$ cat src/inc/lshc_pkg.sv
// constants for the loop status and heater current word bank
package lshc_pkg;

  // ----------------------------------------------------------------
  // word offsets
  // ----------------------------------------------------------------
  localparam logic [4:0] STATUS_LOOP1_OFS      = 5'h08;
  localparam logic [4:0] STATUS_LOOP2_OFS      = 5'h09;
  localparam logic [4:0] BURNOUT_THR_LOOP1_OFS = 5'h0a;
  localparam logic [4:0] BURNOUT_THR_LOOP2_OFS = 5'h0b;
  localparam logic [4:0] RESERVED_A_OFS        = 5'h0c;
  localparam logic [4:0] CURRENT_LOOP1_OFS     = 5'h0d;
  localparam logic [4:0] CURRENT_LOOP2_OFS     = 5'h0e;
  localparam logic [4:0] ACTIVE_THR_LOOP1_OFS  = 5'h0f;
  localparam logic [4:0] ACTIVE_THR_LOOP2_OFS  = 5'h10;
  localparam logic [4:0] RESERVED_B_OFS        = 5'h11;
  localparam logic [4:0] RESERVED_C_OFS        = 5'h12;
  localparam logic [4:0] RESERVED_D_OFS        = 5'h13;

  // ----------------------------------------------------------------
  // status word bit positions
  // ----------------------------------------------------------------
  localparam int SECOND_ALARM_BIT  = 0;
  localparam int FIRST_ALARM_BIT   = 1;
  localparam int BURNOUT_BIT       = 2;
  localparam int AUTOTUNE_BIT      = 3;
  localparam int CTRL_OUT_BIT      = 4;
  localparam int STOP_BIT          = 8;
  localparam int OVERFLOW_BIT      = 13;

  // ----------------------------------------------------------------
  // sync vector bit positions (per loop)
  // ----------------------------------------------------------------
  localparam int IN_RUN_BIT = 0;
  localparam int IN_CTRL_BIT = 1;
  localparam int IN_AT_BIT = 2;
  localparam int IN_AL1_BIT = 3;
  localparam int IN_AL2_BIT = 4;

  // ----------------------------------------------------------------
  // values in tenths of an ampere, and the overflow code
  // ----------------------------------------------------------------
  localparam logic [15:0] THR_DISABLE    = 16'h0000;
  localparam logic [15:0] THR_TEST       = 16'h01f4;
  localparam logic [15:0] CURRENT_LIMIT  = 16'h0226;
  localparam logic [15:0] OVERFLOW_CODE  = 16'hcccc;
  localparam logic [15:0] WORD_RESET     = 16'h0000;

endpackage

$ cat src/verilog/lshc_bank.sv
// loop status flags and heater burnout / heater current word bank
`timescale 1ns/100ps

// Operation
// - stop flag high when regulation halted
// - reserved bits and words read zero
// - control output flag follows control output
// - autotune flag high during autotuning
// - burnout when current reaches threshold
// - alarm flags high inside alarm range
// - zero threshold disables burnout detection
// - test threshold forces burnout output on
// - heater current reported per loop word
// - over limit sets overflow, code cccc
// - active threshold read back per loop
// - overflow flag at status bit 13
module lshc_bank #(
  parameter bit USE_BCD = 1'b0
) (
  input  wire logic              core_clk,
  input  wire logic              rst_n,
  input  wire logic              wr_en,
  input  wire logic              rd_en,
  input  wire logic [4:0]        addr,
  input  wire logic [15:0]       wdata,
  output logic      [15:0]       rdata,
  output logic                   rd_valid,
  input  wire logic [1:0]        loop_running,
  input  wire logic [1:0]        ctrl_out_on,
  input  wire logic [1:0]        autotune_running,
  input  wire logic [1:0]        first_alarm_in_range,
  input  wire logic [1:0]        second_alarm_in_range,
  input  wire logic [1:0]        meas_valid,
  input  wire logic [1:0][15:0]  meas_current,
  output logic      [1:0]        heater_burnout_out
);

  // ----------------------------------------------------------------
  // state
  // ----------------------------------------------------------------
  typedef struct packed {
    logic [1:0][4:0]  sync1;
    logic [1:0][4:0]  sync2;
    logic [1:0][15:0] thr;
    logic [1:0][15:0] cur;
    logic [1:0]       stop;
    logic [1:0]       ctrl;
    logic [1:0]       at;
    logic [1:0]       al1;
    logic [1:0]       al2;
    logic [1:0]       hb;
    logic [1:0]       ovf;
    logic [15:0]      rdata;
    logic             rd_valid;
  } lshc_state_t;

  lshc_state_t q;
  lshc_state_t next_q;

  logic [1:0][4:0]  raw_in;
  logic [1:0][15:0] thr_bin;
  logic [1:0][15:0] cur_word;
  logic [1:0][15:0] stat_word;

  // ----------------------------------------------------------------
  // encoding helpers
  // ----------------------------------------------------------------
  function automatic logic [15:0] to_bcd(input logic [15:0] v);
    logic [31:0] s;
    s = {16'h0000, v};
    for (int i = 0; i < 16; i++) begin
      for (int d = 0; d < 4; d++) begin
        if (s[16+4*d +: 4] >= 4'h5) begin
          s[16+4*d +: 4] = s[16+4*d +: 4] + 4'h3;
        end
      end
      s = {s[30:0], 1'b0};
    end
    return s[31:16];
  endfunction

  function automatic logic [15:0] to_bin(input logic [15:0] v);
    logic [15:0] r;
    r = 16'(16'({12'h000, v[15:12]}) * 16'd1000);
    r = 16'(r + 16'({12'h000, v[11:8]}) * 16'd100);
    r = 16'(r + 16'({12'h000, v[7:4]}) * 16'd10);
    r = 16'(r + {12'h000, v[3:0]});
    return r;
  endfunction

  // ----------------------------------------------------------------
  // per-loop decode
  // ----------------------------------------------------------------
  // one parameter picks the encoding for the threshold and current words
  for (genvar g = 0; g < 2; g++) begin : g_loop
    assign raw_in[g] = {second_alarm_in_range[g], first_alarm_in_range[g],
                        autotune_running[g], ctrl_out_on[g], loop_running[g]};
    assign thr_bin[g] = USE_BCD ? to_bin(q.thr[g]) : q.thr[g];
    // bcd reports cannot exceed 9999 tenths, the limit keeps us well below
    assign cur_word[g] = q.ovf[g] ? lshc_pkg::OVERFLOW_CODE :
                         (USE_BCD ? to_bcd(q.cur[g]) : q.cur[g]);
    always_comb begin
      stat_word[g] = 16'h0000;
      stat_word[g][lshc_pkg::SECOND_ALARM_BIT] = q.al2[g];
      stat_word[g][lshc_pkg::FIRST_ALARM_BIT] = q.al1[g];
      stat_word[g][lshc_pkg::BURNOUT_BIT] = q.hb[g];
      stat_word[g][lshc_pkg::AUTOTUNE_BIT] = q.at[g];
      stat_word[g][lshc_pkg::CTRL_OUT_BIT] = q.ctrl[g];
      stat_word[g][lshc_pkg::STOP_BIT] = q.stop[g];
      stat_word[g][lshc_pkg::OVERFLOW_BIT] = q.ovf[g];
    end
  end

  // ----------------------------------------------------------------
  // next state
  // ----------------------------------------------------------------
  always_comb begin
    next_q = q;
    next_q.sync1 = raw_in;
    next_q.sync2 = q.sync1;
    for (int i = 0; i < 2; i++) begin
      next_q.stop[i] = !q.sync2[i][lshc_pkg::IN_RUN_BIT];
      next_q.ctrl[i] = q.sync2[i][lshc_pkg::IN_CTRL_BIT];
      next_q.at[i] = q.sync2[i][lshc_pkg::IN_AT_BIT];
      next_q.al1[i] = q.sync2[i][lshc_pkg::IN_AL1_BIT];
      next_q.al2[i] = q.sync2[i][lshc_pkg::IN_AL2_BIT];
      if (meas_valid[i]) begin
        next_q.cur[i] = meas_current[i];
      end
      next_q.ovf[i] = q.cur[i] > lshc_pkg::CURRENT_LIMIT;
      if (thr_bin[i] == lshc_pkg::THR_DISABLE) begin
        next_q.hb[i] = 1'b0;
      end else if (thr_bin[i] == lshc_pkg::THR_TEST) begin
        next_q.hb[i] = 1'b1;
      end else begin
        next_q.hb[i] = q.cur[i] >= thr_bin[i];
      end
    end
    // host words are taken whole; reserved words ignore writes
    if (wr_en) begin
      unique case (addr)
        lshc_pkg::BURNOUT_THR_LOOP1_OFS: next_q.thr[0] = wdata;
        lshc_pkg::BURNOUT_THR_LOOP2_OFS: next_q.thr[1] = wdata;
        default: next_q.thr = q.thr;
      endcase
    end
    next_q.rd_valid = rd_en;
    next_q.rdata = 16'h0000;
    if (rd_en) begin
      unique case (addr)
        lshc_pkg::STATUS_LOOP1_OFS:      next_q.rdata = stat_word[0];
        lshc_pkg::STATUS_LOOP2_OFS:      next_q.rdata = stat_word[1];
        lshc_pkg::BURNOUT_THR_LOOP1_OFS: next_q.rdata = q.thr[0];
        lshc_pkg::BURNOUT_THR_LOOP2_OFS: next_q.rdata = q.thr[1];
        lshc_pkg::CURRENT_LOOP1_OFS:     next_q.rdata = cur_word[0];
        lshc_pkg::CURRENT_LOOP2_OFS:     next_q.rdata = cur_word[1];
        lshc_pkg::ACTIVE_THR_LOOP1_OFS:  next_q.rdata = q.thr[0];
        lshc_pkg::ACTIVE_THR_LOOP2_OFS:  next_q.rdata = q.thr[1];
        default:                         next_q.rdata = 16'h0000;
      endcase
    end
  end

  // ----------------------------------------------------------------
  // registers
  // ----------------------------------------------------------------
  always_ff @(posedge core_clk or negedge rst_n) begin
    if (!rst_n) begin
      q.sync1 <= '0;
      q.sync2 <= '0;
      q.thr <= {lshc_pkg::WORD_RESET, lshc_pkg::WORD_RESET};
      q.cur <= {lshc_pkg::WORD_RESET, lshc_pkg::WORD_RESET};
      q.stop <= 2'h3;
      q.ctrl <= 2'h0;
      q.at <= 2'h0;
      q.al1 <= 2'h0;
      q.al2 <= 2'h0;
      q.hb <= 2'h0;
      q.ovf <= 2'h0;
      q.rdata <= lshc_pkg::WORD_RESET;
      q.rd_valid <= 1'b0;
    end else begin
      q <= next_q;
    end
  end

  // ----------------------------------------------------------------
  // outputs
  // ----------------------------------------------------------------
  assign rdata = q.rdata;
  assign rd_valid = q.rd_valid;
  assign heater_burnout_out = q.hb;

  // ----------------------------------------------------------------
  // checks
  // ----------------------------------------------------------------
  for (genvar g = 0; g < 2; g++) begin : g_chk

  end
endmodule // lshc_bank
$ cat config.mk
export PLATFORM = sky130hd
export DESIGN_NAME = lshc_bank
export DESIGN_NICKNAME = d
export VERILOG_FILES = /design/src/inc/lshc_pkg.sv /design/src/verilog/lshc_bank.sv
export SDC_FILE = /design/constraint.sdc
export NUM_CORES = 1
export LEC_CHECK = 0
export ABC_AREA = 1
export BUFFER_PORTS_ARGS = -buffer_cell sky130_fd_sc_hd__buf_4
export CORE_MARGIN = 1.5
export CORE_UTILIZATION = 55
export DETAILED_ROUTE_END_ITERATION = 8
export HOLD_SLACK_MARGIN = 0.06
export PLACE_DENSITY = 0.77
export SLEW_MARGIN = 20
export SYNTH_ARGS = -nofsm -noshare
export SYNTH_HDL_FRONTEND = slang
export SYNTH_SLANG_ARGS = --single-unit
$ cat constraint.sdc
create_clock -name core_clk -period 1.7 [get_ports core_clk]
set_input_delay 0.17 -clock core_clk [delete_from_list [all_inputs] [get_ports core_clk]]
set_output_delay 0.17 -clock core_clk [all_outputs]
set_load 0.02 [all_outputs]
-- Yosys cells after proc, flatten, opt, wreduce, memory -nomap -nowiden
Cells that the tools add are included.
- magnitude comparators: 4
- equality and inequality tests: 10
- mux-type cells: 8
- reduce and logical (&&, ||, !) cells: 8
- operators with widths (kind ; number):
    16-bit case mux with 6 select lines ; 1
    16-bit two-way mux ; 3
    5-bit by 4-bit == test with 1-bit output, second input constant ; 7
    16-bit by 9-bit == test with 1-bit output, second input constant ; 2
    16-bit >= comparator ; 2
    16-bit by 10-bit > comparator with 1-bit output, second input constant ; 2
    16-bit zero test ; 2
    5-bit == test, second input constant ; 1
    1-bit two-way mux ; 4
    2-bit AND reduction ; 2
    2-bit OR reduction ; 2
    1-bit zero test ; 2
- register bits after elaboration: 115
- output and inout port bits: 19
- logic and storage cells: 47

-- Longest topological paths before layout
Gate-level depths: netlist of the first run.
- depth after elaboration: 4
- depth in mapped cells: 11
- mapped depth without buffers: 11

-- Worst setup path before layout of the first run
No wires, ideal clock.
- path type: reg2reg
- start: register q[94] in the netlist's numbering
- end: register q (netlist bit heater_burnout_out[1])
- data arrival time: 1131 ps
- data required time: 1575 ps
- setup slack: 443 ps
- cell stages (with the launch flop): 8
- clock period less this slack: 1257 ps
- path through: dfrtp_1 > inv_1 > ha_1 > a21o_1 > nor2_1 > nand2_1 > nor2_1 > a21oi_1
- RTL lines (what ; RTL line ; text):
    start: declaration ; lshc_bank.sv:57 ; lshc_state_t q;
    start signal: assignment ; lshc_bank.sv:183 ; q <= next_q;

==> summary.txt, run 1 <==
STA
  • RSZ-0062 raised after global routing: true
  • Tcrit/Tclk final: between 90% and 100%
  • Minimum clock period: 1.69 ns
  • Setup ws final: 0.0139 ns
  • Skew final: 0.00926 ns
  • Slew headroom: a little under three quarters
  • Hold slack: 0.0542 ns
  • Max Fclk: 593 MHz
  • Pins Over Slew Limit: 0
  • Final hold viol count: 0
  • Worst Max-Slew Pin Slew: between 0.4 and 0.5 ns
  • Final-report setup violation count: 0

Synthesis
  • Seq/Total Area, Yosys: 47.8%
  • Post-Synth Adder-Cell Area: 6.65%
  • Synth cell types: 31
  • Post-synthesis register bit count: 115
  • Mux share of post-synthesis cell area: 1.87%
  • Main combinational cell family by area after synthesis: simple AND/OR/NAND/NOR gates
  • Synth Area in Compound Gates: 8.58%
  • XOR/XNOR Fraction of Synth Area: 0%
  • Post-Syn Nets: 813
  • Simple-Gate Fraction of Synth Area: between 20% and 30%
  • Synth warn: 0
  • Syn Area/Cell: 8.46 µm²
  • Cell area after synthesis: 0.00602 mm²
  • Cells after synthesis: 712

Route
  • First-pass DRT Iterations: 5
  • Wire length per cell: about 18 µm
  • Post-route DRC violation count: 0
  • Vias: 5776
  • Vias/cell: 5.61
  • Iter 0 DRT Violations: 595
  • WL final: ~18000 µm
  • Post-route ant nets: 0

Worst setup path
  • WP data required: ~2.1 ns
  • Reg2reg setup slack: 0.02 ns
  • Worst r2r src: q[67]
  • Cell mode on critical path: dlygate4sd3_1
  • Max stage delay on crit path: 0.56 ns
  • RR Endpoint: heater_burnout_out[0]
  • Slowest CP cell: dlygate4sd3_1
  • Startpoint types: input port
  • Crit path capture type: register
  • Critical path cell sequence: dlygate4sd3_1, buf_4, nand2_1, dlygate4sd3_1, o21ai_0, dlygate4sd3_1
  • Worst-path fanout max: 1
  • Worst reg2reg path depth: 10
  • Setup Crit Path Kind: in2reg
  • CP arrival: 2.10 ns

Hold path
  • Hold path depth: 2
  • HP Class: in2reg
  • HP Start: meas_valid[0]
  • Worst Hold End: q[40]

Floorplan
  • Starting Density: a little under three fifths
  • Die Span Y: 108 µm
  • Core area: 0.0107 mm²
  • Die W: around 110 µm
  • # rows: 38
  • Top-Level Pins: a little under 90
  • Die Area: roughly 0.012 mm²

Finish
  • Post-layout nets: 978
  • Finished Core Util: 75.8%
  • Layout cells sized above 1: 19.2%
  • Layout area overhead: 35.3%
  • Final cell count without fillers: 1030
  • Diode count: 0

Placed design
  • Placed cells: 909
  • DP Wirelength: 11200 µm
  • Pre-CTS setup slack: 0.213 ns
  • GP Congestion: around 0.88
  • I/O Buffers: 87

GRT
  • Largest net degree at the start of global routing: 40
  • GRT Total Usage: 34.9%
  • Vias in the first global route: 6237
  • Global-route wire length before repair: 30500 µm
  • Grt ovf: 0
  • Initial antenna violation count: 0

Power and ir drop
  • Switching share of power: slightly above 30%
  • Max rail drop VDD: 0.868 mV
  • Leakage: 4.11 nW
  • Clock power frac: between 40% and 50%
  • Seq pwr share: 39.3%
  • Combinational power share: 20.7%
  • Final total power: approximately 8.5 mW
  • P_int: 5.92 mW
  • Pwr per Cell Area: 1050 mW/mm²
  • Psw: 2.60 mW

Clocking
  • H-tree levels: 4
  • Clk buf depth: 2
  • TritonCTS Buffers: 17
  • CTS sink count: 115
  • Clock-pin slew on the worst setup and hold paths: 0.06 ns
  • CTS tree: yes
  • CTS root buffer: clkbuf_8
  • Clk Latency, worst-skew pair: 0.53 ns

Run
  • Max-cap violations: 0

Run status
  • Status: finished clean
worst max-delay path by stage:
stage                           startpoint               endpoint  slack, ns  cells after the start
after floorplan                      q[94]  heater_burnout_out[1]       0.44                      7
after global placement               q[70]  heater_burnout_out[0]       0.27                     10
after CTS                  meas_current[3]                  q[34]       0.05                      6
after global routing                 q[67]  heater_burnout_out[0]      -0.01                     10
after detailed placement             q[70]  heater_burnout_out[0]       0.21                     10
final                     meas_current[23]                  q[54]       0.01                      6
routing by layer:
layer,up-vias,GRT usage (%),wire [µm]
li1,2588,-,-
met1,2714,40.3,6840
met2,364,57.1,8780
met3,110,10.4,1470
met4,0,21.1,1070
met5,-,0,0
placed cells by master, fill, tap and decap left out, types with 3 or more instances in the layout:
cell type,count
buf_4,97
o21ai_0,40
inv_1,114
clkinv_2,4
o21ai_1,6
nand2_2,6
dfrtp_1,112
a21oi_1,13
nor3_1,4
nand2_1,170
nor2_1,45
o211ai_1,11
o21ai_2,10
nand3_1,48
nor2_4,3
clkbuf_16,16
dlygate4sd3_1,89
clkinvlp_4,5
ha_1,32
mux2_2,10
nand4_1,28
buf_12,3
cell usage after synthesis (all sizes together):
| library cell | number | area [µm²] |
|---|---|---|
| clkbuf | 9 | 33.8 |
| and2 | 1 | 6.26 |
| a31oi | 2 | 12.5 |
| a21oi | 14 | 70.1 |
| nand4 | 28 | 175 |
| dfrtp | 113 | 2830 |
| nor3b | 1 | 7.51 |
| nand3 | 50 | 268 |
| nor3 | 4 | 20.0 |
| buf | 34 | 269 |
| o211ai | 11 | 82.6 |
| dfstp | 2 | 52.6 |
| o21ai | 56 | 318 |
| nand2 | 177 | 687 |
| mux2 | 10 | 113 |
| o21bai | 1 | 18.8 |
| inv | 115 | 432 |
| nor2 | 50 | 215 |
| a21o | 2 | 15.0 |
| ha | 32 | 400 |
cell type report:
type	count	area, µm²
flip-flops and latches	115	2880
fillers	707	2600
multi-input cells	439	2410
repair buffers	189	1680
clock buffers	19	432
inverters	115	432
well taps	140	175
clock inverters	13	135
state kept, by name, summed over array words and instances (netlist names):
name	flops
next_q	18
heater_burnout_out	2
rdata	16
q	78
rd_valid	1
power by group through the flow:
stage / Combinational [mW] / Sequential (mW) / Clock, mW
after floorplan: 1.00 / 3.25 / 0
after global placement: 1.37 / 3.36 / 0
after detailed placement: 1.47 / 3.36 / 0
after CTS: 1.69 / 3.33 / 3.42
after global routing: 1.96 / 3.38 / 3.56
final: 1.76 / 3.35 / 3.41
critical path, delay by kind of cell:
kind / cells / cell delay [ns]
AOI/OAI and AO/OA: 1 / 0.07
buffers and inverters: 4 / 1.79
and+or+nand+nor: 1 / 0.07
logic make-up after synthesis:
family | after synthesis
AND/OR/NAND/NOR | 311
buffers and inverters | 158
flip-flops | 115
AO/OA/AOI/OAI | 86
adder cells (fa/ha/maj) | 32
multiplexers | 10
repair_timing:
action / in CTS / in global routing
endpoints found under the setup margin: 0 / 16
gates resized for setup: 0 / 2
buffers inserted: 0 / 0
hold endpoints to repair: 197 / 0
hold buffers: 104 / 0
through the flow:
step / setup TNS, ns / area, µm²
2_1_floorplan: 0 / 6020
3_3_place_gp: 0 / 6680
3_5_place_dp: 0 / 6680
4_1_cts: 0 / 8290
5_1_grt: -0.00993 / 8150
6_report: 0 / 8150
No activity file was read; power rests on OpenSTA's default activity.
==> run 2, diff against run 1 <==
--- a/config.mk
+++ b/config.mk
@@ -11,7 +11,7 @@
 export CORE_UTILIZATION = 55
 export DETAILED_ROUTE_END_ITERATION = 8
 export HOLD_SLACK_MARGIN = 0.06
-export PLACE_DENSITY = 0.77
+export PLACE_DENSITY = 0.82
 export SLEW_MARGIN = 20
 export SYNTH_ARGS = -nofsm -noshare
 export SYNTH_HDL_FRONTEND = slang
==> summary.txt, run 2 (synthesis results as in run 1) <==
Run status
  • Status: finished with violations
  • Failing checks: setup timing

STA
  • Worst Max-Slew Pin Slew: 0.490 ns (+0.0563 ns)
  • Pins Over Slew Limit: 0 (unchanged)
  • Tcrit/Tclk final: 102% (+2.6 points)
  • Slew headroom: 67.3% (-3.7 points)
  • Max Fclk: 578 MHz (-2.6%)
  • RSZ-0062 raised after global routing: true
  • Minimum clock period: 1.73 ns (+0.0441 ns)
  • Final hold viol count: 0 (unchanged)
  • Final-report setup violation count: 1 (+1)
  • Setup ws final: -0.0303 ns (-0.0441 ns)
  • Skew final: 0.00729 ns (-0.00197 ns)

Floorplan
  • # rows: 38 (unchanged)
  • Starting Density: 56.1% (unchanged)
  • Die Span Y: 108 µm (unchanged)
  • Core area: 0.0107 mm² (unchanged)
  • Die W: 108 µm (unchanged)
  • Top-Level Pins: 88 (unchanged)
  • Die Area: 0.0116 mm² (unchanged)

Route
  • Vias: 5818 (+0.73%)
  • WL final: 18200 µm (about the same)
  • Post-route ant nets: 0 (unchanged)
  • First-pass DRT Iterations: 5 (unchanged)
  • Post-route DRC violation count: 0 (unchanged)
  • Vias/cell: 5.63 (+0.43%)
  • Iter 0 DRT Violations: 542 (-8.9%)
  • Wire length per cell: 17.6 µm (-0.32%)

Power and ir drop
  • Combinational power share: 20.8% (about the same)
  • Max rail drop VDD: 1.18 mV (+36%)
  • Leakage: 4.13 nW (+0.32%)
  • Pwr per Cell Area: 1050 mW/mm² (+0.59%)
  • P_int: 5.91 mW (about the same)
  • Clock power frac: 40.1% (about the same)
  • Psw: 2.70 mW (+3.6%)
  • Switching share of power: 31.3% (+0.77 points)
  • Seq pwr share: 39.1% (-0.2 points)

GRT
  • Global-route wire length before repair: 29000 µm (-4.8%)
  • Initial antenna violation count: 0 (unchanged)
  • Largest net degree at the start of global routing: 59 (+48%)
  • Vias in the first global route: 5901 (-5.4%)
  • GRT Total Usage: 33.7% (-1.2 points)
  • Grt ovf: 0 (unchanged)

Hold path
  • HP Start: meas_valid[0]
  • HP Class: in2reg
  • Worst Hold End: q[38]
  • Hold path depth: 2 (unchanged)

Worst setup path
  • CP arrival: 2.19 ns (+0.09 ns)
  • Setup Crit Path Kind: reg2reg
  • Max stage delay on crit path: 0.42 ns (-0.14 ns)
  • Slowest CP cell: dfrtp_1
  • Cell mode on critical path: nand2_1
  • WP data required: 2.16 ns (+0.05 ns)
  • RR Endpoint: heater_burnout_out[1]
  • Worst reg2reg path depth: 10 (unchanged)
  • Worst r2r src: q[86]
  • Critical path cell sequence: inv_1, ha_1, nand2_1, inv_1, nand2_1, nor2_1, nor2_1, nand2_1, nand2_2, a21oi_2
  • Reg2reg setup slack: -0.03 ns (-0.05 ns)
  • Crit path capture type: register
  • CP Launch Point: q[86]
  • Startpoint types: register
  • Worst-path fanout max: 4 (+3)

Finish
  • Layout area overhead: 35.9%
  • Max reg flops: 78 (unchanged)
  • Final cell count without fillers: 1033 (+0.29%)
  • Diode count: 0 (unchanged)
  • Most flops, register: q
  • Most frequent cells in the layout: nand2_1, inv_1, dfrtp_1, buf_4, dlygate4sd3_1
  • Most common cell after layout, fill and taps aside: nand2_1
  • Layout cells sized above 1: 19.7% (+0.50 points)
  • Post-layout nets: 981 (+0.31%)

Clocking
  • H-tree levels: 4 (unchanged)
  • Clock-pin slew on the worst setup and hold paths: 0.06 ns (about the same)
  • Clk buf depth: 2 (unchanged)
  • CTS sink count: 115 (unchanged)
  • Clk Latency, worst-skew pair: 0.54 ns (about the same)
  • TritonCTS Buffers: 17 (unchanged)
  • CTS root buffer: clkbuf_8
  • CTS tree: yes

Placed design
  • Pre-CTS setup slack: 0.222 ns (+0.00892 ns)
  • GP Congestion: 0.923 (+4.8%)
  • DP Wirelength: 10800 µm (-3.6%)
  • Placed cells: 907 (-0.22%)
  • I/O Buffers: 87 (unchanged)

Run
  • Max-cap violations: 0 (unchanged)
==> run 2: cell type report <==
type                       count  area (µm²)
sequential                   115        2880
fill                         681        2560
multi-input combinational    439        2430
timing repair buffer         192        1690
inverter                     115         432
clock buffer                  18         418
tap                          140         175
clock inverter                14         156
==> run 2: worst max-delay path by stage <==
stage                            end  slack (ns)  cells after the start
3_5_place_dp   heater_burnout_out[0]        0.22                      8
3_3_place_gp   heater_burnout_out[0]        0.26                      8
4_1_cts                        q[47]        0.05                      6
2_1_floorplan  heater_burnout_out[1]        0.44                      7
6_report       heater_burnout_out[1]       -0.03                     10
5_1_grt        heater_burnout_out[1]       -0.05                     10
==> run 2: power groups by stage <==
stage | Clock [mW] | Sequential [mW] | Combinational, mW
6_report | 3.45 | 3.37 | 1.79
5_1_grt | 3.62 | 3.39 | 1.98
4_1_cts | 3.47 | 3.34 | 1.66
3_5_place_dp | 0 | 3.38 | 1.42
3_3_place_gp | 0 | 3.38 | 1.34
2_1_floorplan | 0 | 3.25 | 1.00
==> run 2: layer usage <==
| layer | track usage, % | wire length, µm | part of all wire (%) |
|---|---|---|---|
| met5 | 0 | 0 | 0 |
| met3 | 9.62 | 1400 | 7.7 |
| met4 | 19.5 | 1130 | 6.2 |
| met1 | 37.9 | 6660 | 37 |
| met2 | 57.1 | 8980 | 49 |
==> run 2: metrics by stage <==
stage	utilization [%]	setup TNS [ns]	total power, mW	cell area (µm²)	hold WS [ns]
after detailed placement	61.9	0	4.80	6660	0.0221
after global placement	61.9	0	4.71	6660	0.0246
after CTS	77.1	0	8.47	8280	0.0662
after floorplan	-	0	4.25	6020	-0.126
final	76.2	-0.0303	8.61	8180	0.0554
after global routing	76.2	-0.0790	8.98	8180	0.107
==> run 2: worst max-delay path: cells and delay by family, from the launching register on <==
kind	cells	cell delay [ns]
AND/OR/NAND/NOR	6	0.54
flip-flops	1	0.42
adder cells (fa/ha/maj)	1	0.32
buffers and inverters	2	0.19
AO/OA/AOI/OAI	1	0.18
==> run 2: repair_timing <==
item | in CTS | in global routing
setup buffers | 0 | 5
resized for setup | 0 | 4
endpoints found under the hold margin | 199 | 0
hold buffers | 105 | 0
setup endpoints to repair | 0 | 18
